`src/hdl/ssdl_defines.vh`:
```
// register map, field positions, reset values and counter constants of the stall detector logic
`ifndef SSDL_DEFINES_VH
`define SSDL_DEFINES_VH

// register indices; byte address is four times the index
`define SSDL_IDX_RETURN_ZERO_CONTROL      3'h0
`define SSDL_IDX_DOWN_COUNTER_CONTROL      3'h1
`define SSDL_IDX_SSDCTL      3'h2
`define SSDL_IDX_FLAGS       3'h3
`define SSDL_IDX_COUNT       3'h4
`define SSDL_ADDR_W          5

// return_zero_control fields
`define SSDL_RZ_INTEGRATE    7
`define SSDL_RZ_COIL_DRIVE   6
`define SSDL_RZ_RECIRC       5
`define SSDL_RZ_POLARITY     4
`define SSDL_RZ_MOTOR_SEL    2
`define SSDL_RZ_STEP_HI      1
`define SSDL_RZ_STEP_LO      0
`define SSDL_RZ_RESET        8'h00

// down_counter_control fields
`define SSDL_DC_UF_IRQ_EN    7
`define SSDL_DC_RELOAD       6
`define SSDL_DC_READ_LOAD    5
`define SSDL_DC_PRESCALE     4
`define SSDL_DC_FORCE_LOAD   3
`define SSDL_DC_ENABLE       2
`define SSDL_DC_OV_IRQ_EN    0
`define SSDL_DC_RESET        8'h00

// stall detector control and flag fields
`define SSDL_SC_RTZ_ENABLE   7
`define SSDL_SC_RESET        1'b0
`define SSDL_FL_UNDERFLOW    7
`define SSDL_FL_OVERFLOW     0

// down counter constants
`define SSDL_CNT_PRESET      16'hFFFF
`define SSDL_CNT_ZERO        16'h0000
`define SSDL_CNT_ONE         16'h0001
`define SSDL_LOAD_RESET      16'h0000
`define SSDL_DIV_FAST_LAST   9'h03F
`define SSDL_DIV_SLOW_LAST   9'h1FF

// bus responses
`define SSDL_RESP_OKAY       2'h0
`define SSDL_RESP_SLVERR     2'h2

`endif

```
`src/hdl/ssdl_bridge_decode.v`:
```
// decode of step, drive, recirculation and polarity into transistor and switch commands
`timescale 1ns/10ps
module ssdl_bridge_decode (
  input  wire       mclk,          // bus clock
  input  wire       sys_rst,       // async reset, active high
  input  wire [7:0] rzCtl,         // return_zero_control contents
  input  wire       rtzEnable,     // return_zero_enable
  output reg  [7:0] motorATrans,   // motor A transistors T1..T8, 1 = on
  output reg  [7:0] motorBTrans,   // motor B transistors T1..T8, 1 = on
  output reg  [7:0] motorASw,      // motor A switches S1..S8, 1 = closed
  output reg  [7:0] motorBSw,      // motor B switches S1..S8, 1 = closed
  output reg        motorARtz,     // motor A coils under control
  output reg        motorBRtz      // motor B coils under control
);
`include "ssdl_defines.vh"

  wire [1:0] step      = rzCtl[`SSDL_RZ_STEP_HI:`SSDL_RZ_STEP_LO];
  wire       integ     = rzCtl[`SSDL_RZ_INTEGRATE];
  wire       drive     = rzCtl[`SSDL_RZ_COIL_DRIVE];
  wire       recirc    = rzCtl[`SSDL_RZ_RECIRC];
  wire       polarity  = rzCtl[`SSDL_RZ_POLARITY];
  wire       motorSel  = rzCtl[`SSDL_RZ_MOTOR_SEL];
  reg  [3:0] drvPair;
  reg  [3:0] recPair;
  reg  [7:0] next_trans;
  reg  [7:0] next_sw;

  // transistor decode: driven coil by step, other coil blanked or floated
  always @*
  begin
    drvPair = 4'h0;
    if (drive)                                    // RULE6
      drvPair = step[1] ? 4'h6 : 4'h9;            // RULE3
    recPair = 4'h0;
    if (!integ)                                   // RULE3
      recPair = recirc ? 4'hA : 4'h5;             // RULE17
    next_trans = 8'h00;
    if (rtzEnable)                                // RULE18
      next_trans = step[0] ? {drvPair, recPair} : {recPair, drvPair};
  end

  // switch decode: ends of the non-driven coil to integrator and reference
  always @*
  begin
    next_sw = 8'h00;
    if (integ)                                    // RULE4
    begin
      if (step[0])
        next_sw = (step[1] ^ polarity) ? 8'h09 : 8'h06;  // RULE5
      else
        next_sw = (step[1] ^ polarity) ? 8'h60 : 8'h90;  // RULE5
    end
  end

  // per motor output registers, only the selected motor is driven
  genvar m;
  generate
    for (m = 0; m < 2; m = m + 1)
    begin : gMotor
      wire hit = (motorSel == (m != 0));          // RULE1
      if (m == 0)
      begin : gA
        always @(posedge mclk or posedge sys_rst)
        begin
          if (sys_rst)
          begin
            motorATrans <= 8'h00;
            motorASw    <= 8'h00;
            motorARtz   <= 1'b0;
          end
          else
          begin
            motorATrans <= hit ? next_trans : 8'h00;  // RULE21
            motorASw    <= hit ? next_sw : 8'h00;
            motorARtz   <= hit & rtzEnable;
          end
        end
      end
      else
      begin : gB
        always @(posedge mclk or posedge sys_rst)
        begin
          if (sys_rst)
          begin
            motorBTrans <= 8'h00;
            motorBSw    <= 8'h00;
            motorBRtz   <= 1'b0;
          end
          else
          begin
            motorBTrans <= hit ? next_trans : 8'h00;  // RULE21
            motorBSw    <= hit ? next_sw : 8'h00;
            motorBRtz   <= hit & rtzEnable;
          end
        end
      end
    end
  endgenerate
endmodule

```
`src/hdl/ssdl_down_counter.v`:
```
// 16-bit modulus down counter with prescaler, reload mode and force load
`timescale 1ns/10ps
module ssdl_down_counter (
  input  wire        mclk,         // bus clock
  input  wire        sys_rst,      // async reset, active high
  input  wire        enable,       // down_counter_enable
  input  wire        reloadMode,   // reload_mode_enable
  input  wire        slowPrescale, // prescale select, 1 = divide by 512
  input  wire        forceLoad,    // one-cycle force_load pulse
  input  wire        cntWrite,     // one-cycle write of the count register
  input  wire [15:0] cntData,      // value written to the count register
  output reg  [15:0] countValue,   // live count
  output reg  [15:0] loadValue,    // load register
  output reg         underflow     // one-cycle pulse on reaching zero
);
`include "ssdl_defines.vh"

  reg  [8:0]  divCount;
  reg         slowActive;
  wire [8:0]  divLast  = slowActive ? `SSDL_DIV_SLOW_LAST : `SSDL_DIV_FAST_LAST;
  wire        tick     = enable && (divCount == divLast);
  wire [15:0] newLoad  = cntWrite ? cntData : loadValue;
  wire        wrLoad   = cntWrite && !reloadMode;
  wire        reachZero = tick && (countValue == `SSDL_CNT_ONE);

  // prescaler, restarted by every transfer into the count register
  always @(posedge mclk or posedge sys_rst)
  begin
    if (sys_rst)
      divCount <= 9'h000;
    else if (!enable || forceLoad || wrLoad || tick)
      divCount <= 9'h000;
    else
      divCount <= divCount + 9'h001;
  end

  // load register, counter and the ratio in force
  always @(posedge mclk or posedge sys_rst)
  begin
    if (sys_rst)
    begin
      loadValue  <= `SSDL_LOAD_RESET;
      countValue <= `SSDL_CNT_PRESET;
      slowActive <= 1'b0;
      underflow  <= 1'b0;
    end
    else
    begin
      loadValue <= newLoad;
      underflow <= reachZero;                              // RULE19
      if (!enable)
        countValue <= `SSDL_CNT_PRESET;                    // RULE15
      else if (forceLoad || wrLoad)                        // RULE14
      begin
        countValue <= newLoad;
        slowActive <= slowPrescale;                        // RULE13
      end
      else if (reachZero && reloadMode)                    // RULE9
      begin
        countValue <= newLoad;
        slowActive <= slowPrescale;                        // RULE13
      end
      else if (tick && countValue != `SSDL_CNT_ZERO)       // RULE8
        countValue <= countValue - `SSDL_CNT_ONE;          // RULE20
    end
  end
endmodule

```
`src/hdl/ssdl_top.v`:
```
// stall detector drive decode and modulus down counter behind an AXI4-Lite slave
//
// Summary of operation
// RULE1: motor select bit picks motor A or B
// RULE2: step field gives east, north, west, south
// RULE3: drive coil by step, float on integrate
// RULE4: integrate clear opens all converter switches
// RULE5: polarity swaps integrator and reference coil ends
// RULE6: drive clear gives zero coil current
// RULE7: underflow irq follows flag and enable bit
// RULE8: without reload counter stops at zero
// RULE9: reload mode reloads latest load value
// RULE10: software disables counter before changing reload mode
// RULE11: read select returns count or load
// RULE12: prescale divides bus clock by 64 or 512
// RULE13: new prescale ratio applies at next load
// RULE14: force load copies load now, reads zero
// RULE15: disabled counter stops and presets to FFFF
// RULE16: overflow irq follows flag and enable bit
// RULE17: recirculation bit picks high or low side
// RULE18: coils driven only while return-to-zero enabled
// RULE19: underflow sets flag, write one clears it
// RULE20: counter decrements per tick, controls reset zero
// RULE21: decode goes only to selected motor pins
//
// The AXI4-Lite slave port was chosen for this implementation.
`timescale 1ns/10ps
module ssdl_top (
  input  wire        mclk,           // bus clock, 100 MHz
  input  wire        sys_rst,        // async reset, active high
  input  wire [4:0]  s_axi_awaddr,   // write address
  input  wire        s_axi_awvalid,  // write address valid
  output reg         s_axi_awready,  // write address ready
  input  wire [31:0] s_axi_wdata,    // write data
  input  wire [3:0]  s_axi_wstrb,    // write byte enables
  input  wire        s_axi_wvalid,   // write data valid
  output reg         s_axi_wready,   // write data ready
  output reg  [1:0]  s_axi_bresp,    // write response
  output reg         s_axi_bvalid,   // write response valid
  input  wire        s_axi_bready,   // write response ready
  input  wire [4:0]  s_axi_araddr,   // read address
  input  wire        s_axi_arvalid,  // read address valid
  output reg         s_axi_arready,  // read address ready
  output reg  [31:0] s_axi_rdata,    // read data
  output reg  [1:0]  s_axi_rresp,    // read response
  output reg         s_axi_rvalid,   // read data valid
  input  wire        s_axi_rready,   // read data ready
  input  wire        overflowEvent,  // accumulator overflow pulse, same clock
  output reg         underflowIrq,   // underflow interrupt request
  output reg         overflowIrq,    // overflow interrupt request
  output wire [7:0]  motorATrans,    // motor A transistors T1..T8
  output wire [7:0]  motorBTrans,    // motor B transistors T1..T8
  output wire [7:0]  motorASw,       // motor A switches S1..S8
  output wire [7:0]  motorBSw,       // motor B switches S1..S8
  output wire        motorARtz,      // motor A under return-to-zero control
  output wire        motorBRtz       // motor B under return-to-zero control
);
`include "ssdl_defines.vh"

  reg  [7:0]  rzCtl;
  reg  [7:0]  dcCtl;
  reg         rtzEnable;
  reg         underflowFlag;
  reg         overflowFlag;
  reg         forceLoad;
  reg         cntWrite;
  reg  [15:0] cntData;
  reg  [4:0]  awAddr;
  reg  [31:0] wData;
  reg  [3:0]  wStrb;
  reg         awHeld;
  reg         wHeld;
  reg  [31:0] next_rdata;
  reg         next_rerr;
  wire [15:0] countValue;
  wire [15:0] loadValue;
  wire        underflowPulse;
  wire [2:0]  wIdx = awAddr[4:2];
  wire [2:0]  rIdx = s_axi_araddr[4:2];
  wire        doWrite = awHeld && wHeld && !s_axi_bvalid;
  wire        wMapped = (awAddr[1:0] == 2'h0) && (wIdx <= `SSDL_IDX_COUNT);
  wire        lane0 = doWrite && wMapped && wStrb[0];
  wire        lane1 = doWrite && wMapped && wStrb[1];
  wire        clrUnder = lane0 && (wIdx == `SSDL_IDX_FLAGS) && wData[`SSDL_FL_UNDERFLOW];
  wire        clrOver = lane0 && (wIdx == `SSDL_IDX_FLAGS) && wData[`SSDL_FL_OVERFLOW];

  // write address channel: taken once, held until the response is issued
  always @(posedge mclk or posedge sys_rst)
  begin
    if (sys_rst)
    begin
      awHeld        <= 1'b0;
      awAddr        <= 5'h00;
      s_axi_awready <= 1'b0;
    end
    else
    begin
      s_axi_awready <= !awHeld && !(s_axi_awvalid && s_axi_awready) && !s_axi_bvalid;
      if (s_axi_awvalid && s_axi_awready)
      begin
        awHeld <= 1'b1;
        awAddr <= s_axi_awaddr;
      end
      else if (doWrite)
        awHeld <= 1'b0;
    end
  end

  // write data channel: taken once, held until the response is issued
  always @(posedge mclk or posedge sys_rst)
  begin
    if (sys_rst)
    begin
      wHeld        <= 1'b0;
      wData        <= 32'h00000000;
      wStrb        <= 4'h0;
      s_axi_wready <= 1'b0;
    end
    else
    begin
      s_axi_wready <= !wHeld && !(s_axi_wvalid && s_axi_wready) && !s_axi_bvalid;
      if (s_axi_wvalid && s_axi_wready)
      begin
        wHeld <= 1'b1;
        wData <= s_axi_wdata;
        wStrb <= s_axi_wstrb;
      end
      else if (doWrite)
        wHeld <= 1'b0;
    end
  end

  // write response, error for an unmapped or unaligned address
  always @(posedge mclk or posedge sys_rst)
  begin
    if (sys_rst)
    begin
      s_axi_bvalid <= 1'b0;
      s_axi_bresp  <= `SSDL_RESP_OKAY;
    end
    else if (doWrite)
    begin
      s_axi_bvalid <= 1'b1;
      s_axi_bresp  <= wMapped ? `SSDL_RESP_OKAY : `SSDL_RESP_SLVERR;
    end
    else if (s_axi_bready)
      s_axi_bvalid <= 1'b0;
  end

  // control registers, all cleared by reset
  always @(posedge mclk or posedge sys_rst)
  begin
    if (sys_rst)
    begin
      rzCtl     <= `SSDL_RZ_RESET;                 // RULE20
      dcCtl     <= `SSDL_DC_RESET;                 // RULE20
      rtzEnable <= `SSDL_SC_RESET;
    end
    else if (lane0)
    begin
      if (wIdx == `SSDL_IDX_RETURN_ZERO_CONTROL)
        rzCtl <= {wData[7:4], 1'b0, wData[2:0]};   // RULE2
      if (wIdx == `SSDL_IDX_DOWN_COUNTER_CONTROL)
        dcCtl <= {wData[7:4], 1'b0, wData[2], 1'b0, wData[0]};  // RULE14
      if (wIdx == `SSDL_IDX_SSDCTL)
        rtzEnable <= wData[`SSDL_SC_RTZ_ENABLE];
    end
  end

  // one-cycle strobes toward the counter
  always @(posedge mclk or posedge sys_rst)
  begin
    if (sys_rst)
    begin
      forceLoad <= 1'b0;
      cntWrite  <= 1'b0;
      cntData   <= `SSDL_LOAD_RESET;
    end
    else
    begin
      forceLoad <= lane0 && (wIdx == `SSDL_IDX_DOWN_COUNTER_CONTROL) && wData[`SSDL_DC_FORCE_LOAD];  // RULE14
      cntWrite  <= (lane0 || lane1) && (wIdx == `SSDL_IDX_COUNT);
      cntData   <= {lane1 ? wData[15:8] : loadValue[15:8],
                    lane0 ? wData[7:0] : loadValue[7:0]};
    end
  end

  // sticky flags: hardware set wins over a write-one clear
  always @(posedge mclk or posedge sys_rst)
  begin
    if (sys_rst)
    begin
      underflowFlag <= 1'b0;
      overflowFlag  <= 1'b0;
    end
    else
    begin
      if (underflowPulse)
        underflowFlag <= 1'b1;                     // RULE19
      else if (clrUnder)
        underflowFlag <= 1'b0;                     // RULE19
      if (overflowEvent)
        overflowFlag <= 1'b1;
      else if (clrOver)
        overflowFlag <= 1'b0;
    end
  end

  // interrupt requests gated by their enables
  always @(posedge mclk or posedge sys_rst)
  begin
    if (sys_rst)
    begin
      underflowIrq <= 1'b0;
      overflowIrq  <= 1'b0;
    end
    else
    begin
      underflowIrq <= underflowFlag && dcCtl[`SSDL_DC_UF_IRQ_EN];  // RULE7
      overflowIrq  <= overflowFlag && dcCtl[`SSDL_DC_OV_IRQ_EN];   // RULE16
    end
  end

  // read data multiplexer
  always @*
  begin
    next_rdata = 32'h00000000;
    next_rerr  = 1'b0;
    if (s_axi_araddr[1:0] != 2'h0)
      next_rerr = 1'b1;
    else
    begin
      case (rIdx)
        `SSDL_IDX_RETURN_ZERO_CONTROL:
          next_rdata[7:0] = rzCtl;
        `SSDL_IDX_DOWN_COUNTER_CONTROL:
          next_rdata[7:0] = dcCtl;
        `SSDL_IDX_SSDCTL:
          next_rdata[`SSDL_SC_RTZ_ENABLE] = rtzEnable;
        `SSDL_IDX_FLAGS:
        begin
          next_rdata[`SSDL_FL_UNDERFLOW] = underflowFlag;
          next_rdata[`SSDL_FL_OVERFLOW]  = overflowFlag;
        end
        `SSDL_IDX_COUNT:
          next_rdata[15:0] = dcCtl[`SSDL_DC_READ_LOAD] ? loadValue : countValue;  // RULE11
        default:
          next_rerr = 1'b1;
      endcase
    end
  end

  // read channel: one read under way, data registered with the response
  always @(posedge mclk or posedge sys_rst)
  begin
    if (sys_rst)
    begin
      s_axi_arready <= 1'b0;
      s_axi_rvalid  <= 1'b0;
      s_axi_rdata   <= 32'h00000000;
      s_axi_rresp   <= `SSDL_RESP_OKAY;
    end
    else
    begin
      s_axi_arready <= !s_axi_rvalid && !(s_axi_arvalid && s_axi_arready);
      if (s_axi_arvalid && s_axi_arready)
      begin
        s_axi_rvalid <= 1'b1;
        s_axi_rdata  <= next_rdata;
        s_axi_rresp  <= next_rerr ? `SSDL_RESP_SLVERR : `SSDL_RESP_OKAY;
      end
      else if (s_axi_rready)
        s_axi_rvalid <= 1'b0;
    end
  end

  // modulus down counter
  ssdl_down_counter uCounter (
    .mclk         (mclk),
    .sys_rst      (sys_rst),
    .enable       (dcCtl[`SSDL_DC_ENABLE]),       // RULE15
    .reloadMode   (dcCtl[`SSDL_DC_RELOAD]),       // RULE9
    .slowPrescale (dcCtl[`SSDL_DC_PRESCALE]),     // RULE12
    .forceLoad    (forceLoad),
    .cntWrite     (cntWrite),
    .cntData      (cntData),
    .countValue   (countValue),
    .loadValue    (loadValue),
    .underflow    (underflowPulse)
  );

  // coil transistor and converter switch decode
  ssdl_bridge_decode uDecode (
    .mclk        (mclk),
    .sys_rst     (sys_rst),
    .rzCtl       (rzCtl),
    .rtzEnable   (rtzEnable),                     // RULE18
    .motorATrans (motorATrans),
    .motorBTrans (motorBTrans),
    .motorASw    (motorASw),
    .motorBSw    (motorBSw),
    .motorARtz   (motorARtz),
    .motorBRtz   (motorBRtz)
  );
endmodule

```
`config.mk`:
```
export PLATFORM = sky130hd
export DESIGN_NAME = ssdl_top
export DESIGN_NICKNAME = d
export VERILOG_FILES = /design/src/hdl/ssdl_bridge_decode.v /design/src/hdl/ssdl_down_counter.v /design/src/hdl/ssdl_top.v
export VERILOG_INCLUDE_DIRS = /design/src /design/src/hdl
export SDC_FILE = /design/constraint.sdc
export NUM_CORES = 1
export LEC_CHECK = 0
export BUFFER_PORTS_ARGS = -buffer_cell sky130_fd_sc_hd__buf_2
export CAP_MARGIN = 20
export CORE_ASPECT_RATIO = 0.6
export CORE_MARGIN = 2
export CORE_UTILIZATION = 50
export CTS_BUF_LIST = sky130_fd_sc_hd__clkbuf_4 sky130_fd_sc_hd__clkbuf_8 sky130_fd_sc_hd__clkbuf_16
export DETAILED_ROUTE_END_ITERATION = 8
export GPL_TIMING_DRIVEN = 0
export PLACE_DENSITY = 0.73
export SLEW_MARGIN = 40
export SYNTH_ARGS = -nofsm -noshare
export SYNTH_HDL_FRONTEND = slang
export SYNTH_SLANG_ARGS = --single-unit
```
`constraint.sdc`:
```
create_clock -name mclk -period 7.1 [get_ports mclk]
set_clock_uncertainty 0.1 [all_clocks]
set_input_delay 1.42 -clock mclk [delete_from_list [all_inputs] [get_ports mclk]]
set_output_delay 1.42 -clock mclk [all_outputs]
set_load 0.01 [all_outputs]
```
==> metrics.md <==
| Metric | Value |
|---|---|
| Met2 GRT Util | `32.82%` |
| Final setup violation count | `0` |
| CTS buffer count | `17` |
| Initial antenna violation count | `0` |
| Largest net degree at the start of global routing | `58` |
| Seq/Total Area, Yosys | `55.27%` |
| Most used DFF post-synth | `dfrtp_1` |
| Max-Cap Viols | `0` |
| Root Driver | `clkbuf_16` |
| DPL Wire Length | `12010 um` |
| Clk sinks | `153` |
| CP startpoint kind | `input port` |
| Layout cells sized above 1 | `35.51%` |
| Port Buf Inserts | `93` |
| Post-Synth XOR/XNOR Area | `1.258%` |
| Most Crowded Layer GR | `met1` |
| Fin crit period | `2.902 ns` |
| Placed cell area | `7774 um2` |
| Congestion Overflow GR | `0` |
| Reg-to-Reg End | `rtzEnable$_DFFE_PP0P_` |
| Clock transition at path regs | `0.06 ns` |
| Crit. path cell count | `4` |
| Slew @ Worst Pin | `0.8366 ns` |
| Synth Register Bits | `153` |
| Synth Area in Simple Gates | `12.74%` |
| Relative slew slack | `44.23%` |
| Post-cts resize count | `0` |
| Main combinational cell family by area after synthesis | `multiplexers` |
| Slowest cell on the critical path | `nand4_1` |
| TritonRoute pass-1 iters | `5` |
| First-pass GRT wire length | `26250 um` |
| Gp weighted congestion | `0.9228` |
| Final ANT Viol Nets | `0` |
| Worst Path Class, Setup | `input port to flop` |
| Syn Inst Count | `591` |
| Post-CTS Hold Fix Bufs | `0` |
| CP dominant cell by count | `clkbuf_1` |
| Max Buffers Root-to-Sink | `2` |
| Crit path largest cell delay | `0.61 ns` |
| Leakage | `4.149 nW` |
| Hold Crit Depth | `1` |
| Post-detailed-route via-to-cell ratio | `5.596` |
| Syn Std Cell Area | `6963 um2` |
| Die height | `95.41 um` |
| Delay-heaviest family, CP | `buffers and inverters` |
| Core ar. | `13630 um2` |
| Worst endpoint required time | `7.32 ns` |
| Adder-Cell Fraction of Synth Area | `0.5391%` |
| Post-synthesis mux area share | `15.63%` |
| Worst-skew pair later-pin latency | `0.42 ns` |
| RSZ-0062 raised after global routing | `false` |
| I/O Pins | `131` |
| Final Cell Area | `8344 um2` |
| Total design power | `2.569 mW` |
| Final net count | `779` |
| YS warnings | `0` |
| Layout Area Growth over Synthesis | `19.84%` |
| Antenna cells | `0` |
| Routed wire per std cell | `18.25 um` |
| Met3 Use GR | `6.227%` |
| Vias in the first global route | `4818` |
| Final Hold Viols | `0` |
| Fin cells | `910` |
| Reg-to-Reg Start | `awAddr[2]$_DFFE_PP0P_` |
| VDD IR max | `0.1590 mV` |
| Hold_sp | `s_axi_rvalid$_DFFE_PP0P_` |
| Worst min-delay path class | `flop to flop` |
| Gr usage total | `23.44%` |
| DRC violations left | `0` |
| CTS H-tree lvls | `4` |
| Async SR Flop Fraction | `100.0%` |
| Die width | `156.3 um` |
| Register-to-Register Path Depth | `5` |
| R2r setup slk | `4.60 ns` |
| Mapped Avg Cell Area | `11.78 um2` |
| Placed cell count | `878` |
| EDFF count, synth | `0` |
| Initial Util | `51.10%` |
| WP data arrival | `3.12 ns` |
| Hold endpoint | `s_axi_arready$_DFF_PP0_` |
| Slew Viols, Final | `0` |
| Worst path cell trace | `clkbuf_1 > clkbuf_1 > nand4_1 > o21ai_0` |
| Crit path capture type | `flop` |
| CTS tree | `done` |
| Max FO, Critical Path | `10` |
| Fmax | `344.6 MHz` |
| Final clock period utilization by the worst path | `40.87%` |
| Rows | `33` |
| Die Footprint | `14920 um2` |
| Via count | `5092` |
| CP Buf/Inv Count | `2` |
| Iter 0 DRT Violations | `326` |
| Total wire length | `16610 um` |
| Synth Area in Compound Gates | `9.039%` |
| Fill cells | `1076` |
| TNS Setup | `0 ns` |
| Met1 Resource Use GR | `36.16%` |
| Status | `finished, final reports clean` |
| Post-CTS setup buffer count | `0` |
| Power Density | `307.9 nW/um2` |
| Distinct cell type count after synthesis | `62` |
==> state kept, by name, indices dropped and copies added (netlist names), 2 cells and up <==
register / cells
cntData: 16
awAddr: 5
uDecode.motorASw: 4
uCounter.loadValue: 16
uDecode.motorBSw: 4
uDecode.motorATrans: 8
rzCtl: 7
wStrb: 2
wData: 16
dcCtl: 6
uCounter.countValue: 16
s_axi_rdata: 16
uDecode.motorBTrans: 8
uCounter.divCount: 9
==> logic make-up (layout without fill, tap and decap cells) <==
| kind of cell | count (synthesis) | in the layout |
|---|---|---|
| and+or+nand+nor | 167 | 167 |
| DFF | 153 | 153 |
| muxes | 99 | 99 |
| AOI/OAI and AO/OA | 95 | 95 |
| buffers and inverters | 63 | 190 |
| xor gates and xnor gates | 10 | 10 |
| adders and majority gates | 3 | 3 |
| other | 1 | 18 |
==> through the flow <==
stage / setup slack, ns / utilization, % / hold slack [ns]
after floorplan: 1.485 / - / 0.3044
after global placement: 0.06399 / 56.59 / 0.3378
after detailed placement: 3.879 / 57.05 / 0.3569
after CTS: 4.296 / 61.24 / 0.3549
after global routing: 4.151 / 61.24 / 0.3778
final: 4.198 / 61.24 / 0.3534
==> cell type report <==
cell class / count / area, um2 / share of cell area, %
sequential: 153 / 3849 / 46.12
multi-input combinational: 392 / 2798 / 33.53
timing repair buffer: 95 / 520.5 / 6.238
clock buffer: 19 / 452.9 / 5.428
buffer: 51 / 335.3 / 4.019
tap: 175 / 219.0 / 2.624
clock inverter: 13 / 117.6 / 1.410
inverter: 12 / 52.55 / 0.6298
==> where the power goes <==
group          internal (mW)  switching [mW]
Clock                  0.503           0.366
Combinational          0.242           0.307
Sequential              1.02           0.134
Total                   1.76           0.807
==> routing by layer <==
metal	part of all wire, %	routed length [um]	vias up
met4	0.76	127	0
met3	9.0	1496	17
met2	42	6951	225
met1	48	8036	2524
met5	0	0	-
li1	-	-	2326
==> cells in the final DEF (no fill, tap or decap), types with 4 or more instances in the layout <==
cell type / n
a211oi_1: 15
a21o_1: 6
a21oi_1: 18
a22o_1: 4
and2_1: 6
and3_1: 4
and4_1: 5
buf_2: 99
buf_4: 29
clkbuf_1: 9
clkbuf_16: 17
clkinv_2: 4
conb_1: 18
dfrtp_1: 137
dfstp_2: 16
inv_1: 10
mux2_1: 4
mux2_2: 64
mux2i_1: 30
nand2_1: 38
nand2b_1: 7
nand3_1: 15
nand4_1: 6
nor2_1: 48
nor2b_1: 7
nor3_1: 16
o21ai_0: 26
o22ai_1: 4
xnor2_1: 4
xor2_1: 6
==> worst max path at each step <==
stage               startpoint                     endpoint  slack [ns]
3_3_place_gp           sys_rst  s_axi_rdata[10]$_DFFE_PP0P_        0.06
6_report       s_axi_araddr[4]  s_axi_rdata[15]$_DFFE_PP0P_        4.20
5_1_grt        s_axi_araddr[4]  s_axi_rdata[15]$_DFFE_PP0P_        4.15
3_5_place_dp   s_axi_araddr[4]  s_axi_rdata[14]$_DFFE_PP0P_        3.88
4_1_cts        s_axi_araddr[4]  s_axi_rdata[14]$_DFFE_PP0P_        4.30
2_1_floorplan          sys_rst        awAddr[0]$_DFFE_PP0P_        1.49
==> Yosys cell counts, types with 4 or more instances <==
| cell type | number | area (um2) |
|---|---|---|
| a211oi_1 | 15 | 112.6 |
| a22o_1 | 4 | 35.03 |
| xor2_1 | 6 | 52.55 |
| nor3_1 | 16 | 80.08 |
| and2_1 | 6 | 37.54 |
| dfstp_2 | 16 | 420.4 |
| nand2_1 | 38 | 142.6 |
| o22ai_1 | 4 | 25.02 |
| o21ai_0 | 26 | 130.1 |
| xnor2_1 | 4 | 35.03 |
| buf_4 | 29 | 217.7 |
| mux2_1 | 4 | 45.04 |
| nor2_1 | 48 | 180.2 |
| nand2b_1 | 7 | 43.79 |
| a21o_1 | 6 | 45.04 |
| inv_1 | 11 | 41.29 |
| and4_1 | 5 | 43.79 |
| nand4_1 | 6 | 37.54 |
| mux2i_1 | 30 | 300.3 |
| mux2_2 | 64 | 720.7 |
| clkbuf_1 | 9 | 33.78 |
| a21oi_1 | 18 | 90.09 |
| buf_2 | 6 | 30.03 |
| dfrtp_1 | 137 | 3428 |
| and3_1 | 4 | 25.02 |
| nand3_1 | 15 | 75.07 |
| nor2b_1 | 7 | 43.79 |
Note: power is estimated with default switching activity, not from simulation.
